==> src/rtl/cst_cfg.svh <==
// charger status register bank: offsets, field positions, reset values, codes
// assumes inclusion by the package and by the design modules
`ifndef CST_CFG_SVH
`define CST_CFG_SVH
`define CST_SUMMARY_OFFSET      8'h18
`define CST_INPUT_OFFSET        8'h19
`define CST_BATT_PRESENT_BIT    7
`define CST_BATT_GOOD_BIT       6
`define CST_SUPPLY_GOOD_BIT     5
`define CST_CHG_HEALTHY_BIT     4
`define CST_SUPPLY_CODE_HI      7
`define CST_SUPPLY_CODE_LO      6
`define CST_THERMAL_FOLD_BIT    4
`define CST_SUMMARY_RESET       8'h10
`define CST_INPUT_RESET         8'h00
`define CST_UNMAPPED_DATA       8'h00
`define CST_TEMP_FIRST_C        80
`define CST_TEMP_STEP_C         5
`endif

==> src/rtl/cst_pkg.sv <==
// charger status types: detail codes and supply condition
// assumes cst_cfg.svh for numeric constants
`include "cst_cfg.svh"
package cst_pkg;
   typedef enum logic [2:0] {
      BATT_MISSING, BATT_DETECTING, BATT_DEAD, BATT_LOW,
      BATT_BELOW_RECHG, BATT_ABOVE_RECHG, BATT_RESERVED, BATT_IN_RESET
   } cst_batt_code_t;
   typedef enum logic [2:0] {
      ZONE_NOMINAL, ZONE_COLD, ZONE_COOL, ZONE_WARM, ZONE_HOT
   } cst_temp_zone_t;
   typedef enum logic [1:0] {
      SUPPLY_UNDERVOLT, SUPPLY_NO_HEADROOM, SUPPLY_OVERVOLT, SUPPLY_VALID
   } cst_supply_code_t;
   typedef enum logic [1:0] {
      TIMER_NO_EFFECT, TIMER_PREQUAL_EXP, TIMER_FAST_EXP, TIMER_SHORT_FAIL
   } cst_timer_result_t;
endpackage : cst_pkg

==> src/rtl/cst_thermal_cmp.sv <==
// die temperature compare against the selected regulation threshold
// assumes die temperature in whole degrees c, same clock as caller
`timescale 1ns/100ps
`include "cst_cfg.svh"
module cst_thermal_cmp (
   // clock and reset
   input  wire logic       clock_in,
   input  wire logic       rst_in,
   // threshold and measurement
   input  wire logic [2:0] die_temp_limit_sel_in,
   input  wire logic [7:0] die_temp_in,
   // result
   output logic            over_limit_out
);
   logic [7:0] limit_c;
   logic       over_r;
   logic       over_nxt;
   always_comb begin
      // 80 c plus 5 c per code step, 115 c at code 111
      limit_c  = 8'(`CST_TEMP_FIRST_C) + 8'(die_temp_limit_sel_in * `CST_TEMP_STEP_C);
      over_nxt = (die_temp_in > limit_c);
   end
   always_ff @(posedge clock_in) begin
      if (rst_in) begin
         over_r <= 1'b0;
      end else begin
         over_r <= over_nxt;
      end
   end
   assign over_limit_out = over_r;
endmodule : cst_thermal_cmp

==> src/rtl/cst_status_regs.sv <==
// Function
// - both registers read-only, valid without current limit
// - bit7 0x18 shows battery attached
// - bit6 0x18 set for codes 001..101
// - bit5 0x18 set when supply code 11
// - bit4 0x18 clear when cold/hot or timer
// - bits7:6 0x19 encode supply condition
// - supply valid needs all three conditions
// - bit4 0x19 set above thermal threshold
// - battery condition code values per state
// - temperature zone code values per zone
// - timer result 00 means no effect
// - threshold selector 80 to 115 c
//
// charger status register bank at 0x18 and 0x19
// assumes analog comparator levels and detail codes already on clock_in;
// register port is the device's internal one behind the serial target
`timescale 1ns/100ps
`include "cst_cfg.svh"
module cst_status_regs (
   // clock and reset
   input  wire logic       clock_in,
   input  wire logic       rst_in,
   // register access from the serial target
   input  wire logic [7:0] reg_addr_in,
   input  wire logic       reg_read_in,
   input  wire logic       reg_write_in,
   input  wire logic [7:0] reg_wdata_in,
   output logic [7:0]      reg_rdata_out,
   output logic            reg_rvalid_out,
   // charger detail inputs
   input  wire logic       battery_attached_in,
   input  wire logic [2:0] battery_condition_code_in,
   input  wire logic [2:0] cell_temp_zone_in,
   input  wire logic [1:0] safety_timer_result_in,
   input  wire logic [2:0] die_temp_limit_sel_in,
   input  wire logic [7:0] die_temp_in,
   input  wire logic       input_current_limit_hit_in,
   // raw supply comparators
   input  wire logic       vin_above_uvlo_in,
   input  wire logic       vin_above_ovp_in,
   input  wire logic       sys_above_bat_headroom_in,
   // decoded flags for the rest of the charger
   output logic            battery_present_flag_out,
   output logic            supply_good_flag_out,
   output logic            charger_healthy_out,
   output logic            thermal_fold_flag_out
);
   cst_pkg::cst_supply_code_t supply_condition_code;
   logic       battery_good;
   logic       charger_healthy;
   logic       thermal_fold_flag;
   logic [7:0] summary_r;
   logic [7:0] summary_nxt;
   logic [7:0] input_r;
   logic [7:0] input_nxt;
   logic [7:0] rdata_r;
   logic [7:0] rdata_nxt;
   logic       rvalid_r;
   logic       rvalid_nxt;

   cst_thermal_cmp u_thermal (
      .clock_in              (clock_in),
      .rst_in                (rst_in),
      .die_temp_limit_sel_in (die_temp_limit_sel_in),
      .die_temp_in           (die_temp_in),
      .over_limit_out        (thermal_fold_flag)
   );

   always_comb begin
      // undervoltage outranks overvoltage, headroom checked last
      if (!vin_above_uvlo_in) begin
         supply_condition_code = cst_pkg::SUPPLY_UNDERVOLT;
      end else if (vin_above_ovp_in) begin
         supply_condition_code = cst_pkg::SUPPLY_OVERVOLT;
      end else if (!sys_above_bat_headroom_in) begin
         supply_condition_code = cst_pkg::SUPPLY_NO_HEADROOM;
      end else begin
         supply_condition_code = cst_pkg::SUPPLY_VALID;
      end
      case (cst_pkg::cst_batt_code_t'(battery_condition_code_in))
         cst_pkg::BATT_DETECTING, cst_pkg::BATT_DEAD, cst_pkg::BATT_LOW,
         cst_pkg::BATT_BELOW_RECHG, cst_pkg::BATT_ABOVE_RECHG: battery_good = 1'b1;
         default: battery_good = 1'b0;
      endcase
      charger_healthy = 1'b1;
      if (cell_temp_zone_in == cst_pkg::ZONE_COLD || cell_temp_zone_in == cst_pkg::ZONE_HOT) begin
         charger_healthy = 1'b0;
      end else if (safety_timer_result_in != cst_pkg::TIMER_NO_EFFECT) begin
         charger_healthy = 1'b0;
      end
      // reserved bits stay zero
      summary_nxt = 8'h00;
      summary_nxt[`CST_BATT_PRESENT_BIT] = battery_attached_in;
      summary_nxt[`CST_BATT_GOOD_BIT]    = battery_good;
      summary_nxt[`CST_SUPPLY_GOOD_BIT]  =
         (supply_condition_code == cst_pkg::SUPPLY_VALID);
      summary_nxt[`CST_CHG_HEALTHY_BIT]  = charger_healthy;
      input_nxt = 8'h00;
      input_nxt[`CST_SUPPLY_CODE_HI:`CST_SUPPLY_CODE_LO] = supply_condition_code;
      input_nxt[`CST_THERMAL_FOLD_BIT] = thermal_fold_flag;
      // contents go stale while the input current limit is active: hold them
      if (input_current_limit_hit_in) begin
         summary_nxt = summary_r;
         input_nxt   = input_r;
      end
   end

   always_comb begin
      // writes never reach the status registers
      rvalid_nxt = reg_read_in;
      rdata_nxt  = `CST_UNMAPPED_DATA;
      if (reg_read_in && reg_addr_in == `CST_SUMMARY_OFFSET) begin
         rdata_nxt = summary_r;
      end else if (reg_read_in && reg_addr_in == `CST_INPUT_OFFSET) begin
         rdata_nxt = input_r;
      end
   end

   always_ff @(posedge clock_in) begin
      if (rst_in) begin
         summary_r <= `CST_SUMMARY_RESET;
         input_r   <= `CST_INPUT_RESET;
         rdata_r   <= 8'h00;
         rvalid_r  <= 1'b0;
      end else begin
         summary_r <= summary_nxt;
         input_r   <= input_nxt;
         rdata_r   <= rdata_nxt;
         rvalid_r  <= rvalid_nxt;
      end
   end

   assign reg_rdata_out            = rdata_r;
   assign reg_rvalid_out           = rvalid_r;
   assign battery_present_flag_out = summary_r[`CST_BATT_PRESENT_BIT];
   assign supply_good_flag_out     = summary_r[`CST_SUPPLY_GOOD_BIT];
   assign charger_healthy_out      = summary_r[`CST_CHG_HEALTHY_BIT];
   assign thermal_fold_flag_out    = input_r[`CST_THERMAL_FOLD_BIT];
endmodule : cst_status_regs

==> config.mk <==
export PLATFORM = sky130hd
export DESIGN_NAME = cst_status_regs
export DESIGN_NICKNAME = d
export VERILOG_FILES = /design/src/rtl/cst_pkg.sv /design/src/rtl/cst_thermal_cmp.sv /design/src/rtl/cst_status_regs.sv
export VERILOG_INCLUDE_DIRS = /design/src /design/src/rtl
export SDC_FILE = /design/constraint.sdc
export NUM_CORES = 1
export LEC_CHECK = 0
export ABC_AREA = 1
export BUFFER_PORTS_ARGS = -buffer_cell sky130_fd_sc_hd__buf_2
export CORE_UTILIZATION = 37
export DETAILED_ROUTE_END_ITERATION = 8
export PLACE_DENSITY_LB_ADDON = 0.12
export REMOVE_ABC_BUFFERS = 1
export SLEW_MARGIN = 0
export SYNTH_ARGS = -nofsm -noshare
export SYNTH_HDL_FRONTEND = slang
export SYNTH_SLANG_ARGS = --single-unit
==> constraint.sdc <==
create_clock -name clock_in -period 1.84 [get_ports clock_in]
set_clock_uncertainty 0.15 [all_clocks]
set_input_delay 0.368 -clock clock_in [delete_from_list [all_inputs] [get_ports clock_in]]
set_output_delay 0.368 -clock clock_in [all_outputs]
set_load 0.01 [all_outputs]
=== After elaboration in Yosys (flattened, before gate mapping) ===
Index checks and enable logic that the tools add are counted.

* $add $sub $neg: 1
* Multiply operators: 1
* Magnitude comparators: 1
* Equal/unequal tests: 10
* Mux-type cells: 8
* Reductions and logical operators: 6

{| class="wikitable"
|+ Operators with widths
! kind !! number
|-
| $eq A8 B5 Y1 const B || 2
|-
| $mux W8 || 2
|-
| $eq A3 B3 Y1 const B || 3
|-
| $add A7 B6 Y8 const A || 1
|-
| $gt A8 B8 Y1 || 1
|-
| $eq A3 B1 Y1 const B || 2
|-
| $eq A3 B2 Y1 const B || 2
|-
| $mul A3 B3 Y6 const B || 1
|-
| $mux W2 || 3
|-
| $reduce_or A5 Y1 || 1
|-
| $mux W1 || 3
|-
| $eq A2 B2 Y1 const B || 1
|-
| $logic_and A1 B1 Y1 || 2
|-
| $reduce_bool A2 Y1 || 1
|-
| $reduce_or A2 Y1 || 1
|-
| $logic_or A1 B1 Y1 || 1
|}

* Register bits after elaboration: 17
* Input port bits: 44
* Output and inout bits: 13
* Logic and storage cells: 33

=== Logic depth before layout (Yosys ltp) ===
Gate-level depths: netlist of the first run.

* Word-level depth: 4
* Gate-level depth with buffers: 10
* Depth with buffers taken out: 10

=== By module ===
A second synthesis of the first run with hierarchy kept.

* Cell total of the unflattened synthesis: 117
* Area total of the unflattened synthesis: 860.8 um^2

{| class="wikitable"
|+ By module, submodules not included
! module !! instances !! cells each !! area an instance (um^2) !! sequential area each (um^2)
|-
| cst_status_regs || 1 || 74 || 568.0 || 240.2
|-
| cst_thermal_cmp || 1 || 43 || 292.8 || 20.0
|}

=== Worst setup path after synthesis of the first run ===
Ideal clock, no wire load.

* Path kind: input to register
* Start point: input port die_temp_limit_sel_in[0]
* End point: register u_thermal.over_r (netlist: u_thermal.over_limit_out)
* Setup time: 0.070 ns
* Data arrival time: 1.615 ns
* Data required time: 1.620 ns
* Path slack: 0.005 ns
* Stages: 10
* Buffers on the path: 0
* Path through: ha_1 -> ha_1 -> inv_1 -> ha_1 -> ha_1 -> nand2_1 -> inv_1 -> a21oi_1 -> nor2_1 -> a21oi_1

* Longest elaborated chain between the ends: 3

{| class="wikitable"
|+ RTL lines
! what !! RTL line !! RTL
|-
| start, declared || cst_status_regs.sv:36 || <nowiki>input wire logic [2:0] die_temp_limit_sel_in,</nowiki>
|-
| $mul A3 B3 Y6 (no line) || n/a ||
|-
| $add A7 B6 Y8 || cst_thermal_cmp.sv:20 || <nowiki>limit_c = 8'(`CST_TEMP_FIRST_C) + 8'(die_temp_limit_sel_in * `CST_TEMP_STEP_C);</nowiki>
|-
| $gt A8 B8 Y1 || cst_thermal_cmp.sv:21 || <nowiki>over_nxt = (die_temp_in > limit_c);</nowiki>
|-
| end signal, assigned || cst_thermal_cmp.sv:27 || <nowiki>over_r <= over_nxt;</nowiki>
|-
| end, declared || cst_thermal_cmp.sv:16 || <nowiki>logic over_r;</nowiki>
|}

Every way passes these cells.
A chain may end at the register's enable or synchronous reset.

=== Worst setup path after layout of the first run ===
Same ends and word-level chain as after synthesis.

==> summary.md, run 1 <==
| Metric | Value |
|---|---|
| Gate Count Post-Synth | `118` |
| Dpl hpwl | `1.40 mm` |
| DR iter-0 viols | `9` |
| CTS Buffer Depth | `2` |
| Unrepaired setup endpoints after global routing | `no` |
| Largest net degree at the start of global routing | `9` |
| Sum Neg Setup Slack | `0 ps` |
| H-tree depth | `1` |
| Largest area contributor in the netlist | `dfxtp_1` |
| Fraction of layout cells with a size suffix above 1 | `0.359` |
| Synthesized flop and latch total | `13` |
| Worst skew pair latency | `270 ps` |
| Most frequent cells in the layout | `buf_2, nand2_1, inv_1, dfxtp_1, a21oi_1` |
| DR top layer | `met4` |
| Post-synth top flop | `dfxtp_1` |
| Power Density | `551 nW/um2` |
| Synth unique cells | `20` |
| Worst reg2reg endpoint | `reg_rdata_out[4]` |
| Seq pwr share | `0.472` |
| WL met2 | `857 um` |
| Commonest non-fill, non-tap cell in the layout | `buf_2` |
| Sequential share of the synthesized area | `0.302` |
| Critical path peak fanout | `3` |
| Crit path DAT | `1770 ps` |
| Fin nets | `222` |
| Number of global-route vias before repair | `814` |
| Final GP Congestion | `0.721` |
| Design area | `1150 um2` |
| Dpl cell area | `1110 um2` |
| Vias per cell | `4.53` |
| Layout Cells excl Fill | `195` |
| PortBufs | `43` |
| # diodes | `0` |
| Average cell area after synthesis | `7.30 um2` |
| Logic pwr share | `0.252` |
| Setup Crit Path Kind | `in -> reg` |
| GRT Util Overall | `0.156` |
| Wl on met1 | `683 um` |
| Net switching fraction of the power | `0.288` |
| Final Core Density | `0.520` |
| Flop-to-flop setup slack | `980 ps` |
| Initial core utilization | `0.389` |
| Initial antenna violation count | `0` |
| Static leakage | `0.000621 uW` |
| Core Area | `2210 um2` |
| First-pass detailed-route iteration total | `6` |
| Failing checks | `design-rule violations` |
| Fin. max-slew vios | `0` |
| EDFF count, synth | `0` |
| Nature of the critical path startpoint | `input pin` |
| Die Area | `2520 um2` |
| Routed len/inst | `8.54 um` |
| Max cap viols | `0` |
| Clock transition at path regs | `80 ps` |
| Inserted Clock Buffers | `3` |
| Worst hold stages | `2` |
| FP Rows | `17` |
| Boundary Pins | `57` |
| Hold Vio Cnt, Final | `0` |
| Pre-CTS setup slack | `-226 ps` |
| Dpl cells | `191` |
| Fmax | `571 MHz` |
| Synth async-reset ratio | `0` |
| Worst Hold Path EP | `input_r[6]` |
| CTS root buf | `clkbuf_4` |
| Tmin final | `1750 ps` |
| Hold Path Class | `in -> reg` |
| Total Wirelength | `1.67 mm` |
| Clock sinks | `13` |
| Total global routing overflow | `0` |
| P_int | `451 uW` |
| Area fraction of the dominant cell type after synthesis | `0.302` |
| Top cells by area, synth | `dfxtp_1, ha_1, nand2_1` |
| Met3 wire length | `86 um` |
| Status | `complete, but fails checks` |
| Global-route wire length before repair | `3.02 mm` |
| Crit share post-route | `0.951` |
| R2R cell count | `4` |
| Data required, critical path | `1860 ps` |
| Peak VDD IR | `0.245 mV` |
| Die Width | `50.2 um` |
| HP Start | `rst_in` |
| Routed via count | `884` |
| Final WS setup | `90.0 ps` |
| P&R area growth vs syn | `33.6%` |
| Mapped Area | `861 um2` |
| Clk network pwr share | `0.276` |
| YS warnings | `0` |
| Sw Pwr | `183 uW` |
| TritonCTS clock tree | `built` |
| ANT nets after route | `0` |
| Die H | `50.2 um` |
| Origin of the critical flop-to-flop path | `input_r[4]` |
| Element type at the critical path end | `flop` |
| Hold_buf cts | `0` |
| Setup violators final | `0` |
| DR DRC count | `2` |
## power groups by stage
stage / Combinational [uW] / Sequential (uW) / Clock [uW]
CTS: 159 / 299 / 181
global route: 187 / 300 / 199
detailed placement: 158 / 306 / 0
global placement: 152 / 306 / 0
floorplan: 84.1 / 309 / 0
finish: 160 / 299 / 175
## cells in the mapped netlist, types with 3 or more instances
cell and number:
nor2_4 5, buf_4 4, dfxtp_1 13, nor2_1 11
nand2_1 23, inv_1 20, ha_1 10, o21ai_0 7
nor3_1 3, a21oi_1 12
## flip-flops by register name, indices dropped and copies added (netlist names)
signal and flops:
reg_rdata_out 4, summary_r 4, input_r 3, reg_rvalid_out 1, u_thermal.over_limit_out 1
## cell families (layout without fill, tap and decap cells)
family / count (synthesis) / count (layout) / share of synthesized area
AND/OR/NAND/NOR: 46 / 46 / 0.278
buffers and inverters: 25 / 71 / 0.126
AO/OA/AOI/OAI: 23 / 23 / 0.144
flip-flops: 13 / 13 / 0.302
adder cells (fa/ha/maj): 10 / 10 / 0.145
other: 1 / 4 / 0.00436
## how the worst max path moves through the flow
stage	slack (ps)	cells after the start	end	startpoint
CTS	60	11	u_thermal.over_limit_out	die_temp_limit_sel_in[0]
detailed placement	-230	11	u_thermal.over_limit_out	die_temp_limit_sel_in[0]
floorplan	5	10	u_thermal.over_limit_out	die_temp_limit_sel_in[0]
global route	3	11	u_thermal.over_limit_out	die_temp_limit_sel_in[0]
finish	90	10	u_thermal.over_limit_out	die_temp_limit_sel_in[0]
global placement	-180	11	u_thermal.over_limit_out	die_temp_limit_sel_in[0]
## what timing repair did
action                                  in CTS  in global routing
buffers inserted                             0                  0
endpoints found under the setup margin       0                  1
resized for setup                            0                  3
## per-stage QoR
step	hold slack, ps	power (uW)
final	177	634
after CTS	178	640
after detailed placement	312	464
after global placement	306	458
after global routing	180	686
after floorplan	284	393
## routing by layer
metal / GRT usage / vias up
li1: - / 469
met1: 0.160 / 382
met2: 0.291 / 28
met3: 0.0273 / 5
met4: 0.0857 / 0
met5: 0 / -
## worst max-delay path: stages
cell     delay (ps)
buf_2           110
ha_1            190
ha_2            310
inv_1            40
ha_1            280
nand2_1         100
nor2_2          160
a21oi_2          70
nor2_1           90
a21oi_1          60
## cell type report
class,instances,area [um2]
tap,28,35.0
fill,238,1060
timing repair buffer,46,238
inverter,21,78.8
clock buffer,4,26.3
multi-input combinational,83,512
sequential,13,260
No activity file was read; power rests on OpenSTA's default activity.
==> run 2, diff against run 1 <==
--- a/config.mk
+++ b/config.mk
@@ -11,6 +11,7 @@
 export CORE_UTILIZATION = 37
 export DETAILED_ROUTE_END_ITERATION = 8
 export PLACE_DENSITY_LB_ADDON = 0.12
+export RECOVER_POWER = 100
 export REMOVE_ABC_BUFFERS = 1
 export SLEW_MARGIN = 0
 export SYNTH_ARGS = -nofsm -noshare
==> run 2 against run 1 <==
The run still ends with design-rule violations left; routed wire length rose by 0.60%; die area did not move; fmax barely moved; utilization fell by 1.0 points; register-to-register slack barely moved; clock power barely moved; non-clock buffer count did not move; largest power group unchanged.
==> summary.md, run 2 (synthesis results as in run 1) <==
| Metric | Value |
|---|---|
| Fin nets | `222` |
| CTS root buf | `clkbuf_4` |
| Power Density | `558 nW/um2` |
| Global-route wire length before repair | `3.02 mm` |
| Final GP Congestion | `0.721` |
| Hold_ws | `181 ps` |
| Largest stage delay, worst path | `310 ps` |
| Crit share post-route | `0.951` |
| Critical path peak fanout | `3` |
| Sequential standard cell area | `260 um2` |
| PortBufs | `43` |
| Hold_buf cts | `0` |
| Crit path DAT | `1770 ps` |
| Element type at the critical path end | `flop` |
| Initial antenna violation count | `0` |
| Most frequent cells in the layout | `buf_2, nand2_1, inv_1, clkbuf_1, dfxtp_1` |
| CTS Buffer Depth | `2` |
| Nature of the critical path startpoint | `input pin` |
| Fraction of layout cells with a size suffix above 1 | `0.281` |
| DR iter-0 viols | `7` |
| Die H | `50.2 um` |
| Total global routing overflow | `0` |
| Fmax | `571 MHz` |
| Multi-input logic area | `504 um2` |
| Largest net degree at the start of global routing | `9` |
| DR DRC count | `2` |
| Total power | `629 uW` |
| Die Width | `50.2 um` |
| Hold Path Class | `in -> reg` |
| Dpl hpwl | `1.40 mm` |
| Setup repair bufs after CTS | `0` |
| Core Area | `2210 um2` |
| ANT nets after route | `0` |
| Number of global-route vias before repair | `814` |
| Sum Neg Setup Slack | `0 ps` |
| Largest delay contributor family on the critical path | `adder cells` |
| Peak VDD IR | `0.240 mV` |
| Post-CTS sizing | `0` |
| Layout fillers | `243` |
| Clock sinks | `13` |
| Data required, critical path | `1860 ps` |
| Failing checks | `design-rule violations` |
| TritonCTS clock tree | `built` |
| Setup Crit Path Kind | `in -> reg` |
| P&R area growth vs syn | `31.0%` |
| Unrepaired setup endpoints after global routing | `no` |
| Boundary Pins | `57` |
| Routed len/inst | `8.59 um` |
| Tmin final | `1750 ps` |
| FP Rows | `17` |
| Vias per cell | `4.53` |
| First-pass detailed-route iteration total | `6` |
| Setup violators final | `0` |
| Fin. max-slew vios | `0` |
| Worst skew pair latency | `270 ps` |
| # diodes | `0` |
| Total Wirelength | `1.68 mm` |
| Most frequent CP cell | `ha_1` |
| CP Cell Sequence | `buf_2 > ha_1 > ha_2 > inv_1 > ha_1 > nand2_1 > nor2_2 > a21oi_2 > nor2_1 > a21oi_1` |
| Routed via count | `883` |
| Commonest non-fill, non-tap cell in the layout | `buf_2` |
| Max cap viols | `0` |
| Clock transition at path regs | `80 ps` |
| H-tree depth | `1` |
| Static leakage | `0.000577 uW` |
| Die Area | `2520 um2` |
| WP buf/inv | `2` |
| Inserted Clock Buffers | `3` |
| Status | `complete, but fails checks` |
| Hold Vio Cnt, Final | `0` |
| GRT Util Overall | `0.156` |
| Initial core utilization | `0.389` |
| Critical-path top delay cell | `ha_2` |
## run 2: worst paths after layout
check / start / end / slack (ps) / cells after the start
setup reg to reg: input_r[4] / reg_rdata_out[4] / 980 / 4
setup / recovery: die_temp_limit_sel_in[0] / u_thermal.over_limit_out / 90 / 10
hold reg to reg: input_r[6] / input_r[6] / 320 / 2
hold / removal: reg_read_in / reg_rvalid_out / 180 / 3
## run 2: routing by layer
metal / up-vias / GRT usage / wire [um]
li1: 469 / - / -
met1: 381 / 0.160 / 685
met2: 28 / 0.291 / 857
met3: 5 / 0.0273 / 94
met4: 0 / 0.0857 / 38
met5: - / 0 / 0
## run 2: per-stage QoR
step	setup WS [ps]	util	cells	area, um2
2_1_floorplan	5.16	-	117	842
3_3_place_gp	-182	0.504	191	1110
5_1_grt	3.05	0.510	195	1130
6_report	90.0	0.510	195	1130
4_1_cts	58.3	0.516	195	1140
3_5_place_dp	-226	0.504	191	1110
## run 2: where the power goes
group / leakage (uW) / switching (uW) / internal [uW]
registers: 0.000107 / 5.74 / 294
logic: 0.000455 / 84.9 / 70.3
clock network: 0.0000150 / 90.7 / 84.1
## run 2: layout make-up
type / instances / area share
inverter: 21 / 0.0699
multi-input combinational: 83 / 0.447
clock buffer: 4 / 0.0233
sequential: 13 / 0.231
timing repair buffer: 46 / 0.198
tap: 28 / 0.0311
## run 2: worst register-to-register path: stages (launching register included)
cell and delay, ps:
dfxtp_1 330, inv_1 50, nor2_1 90, nand2_1 60, a21oi_1 110
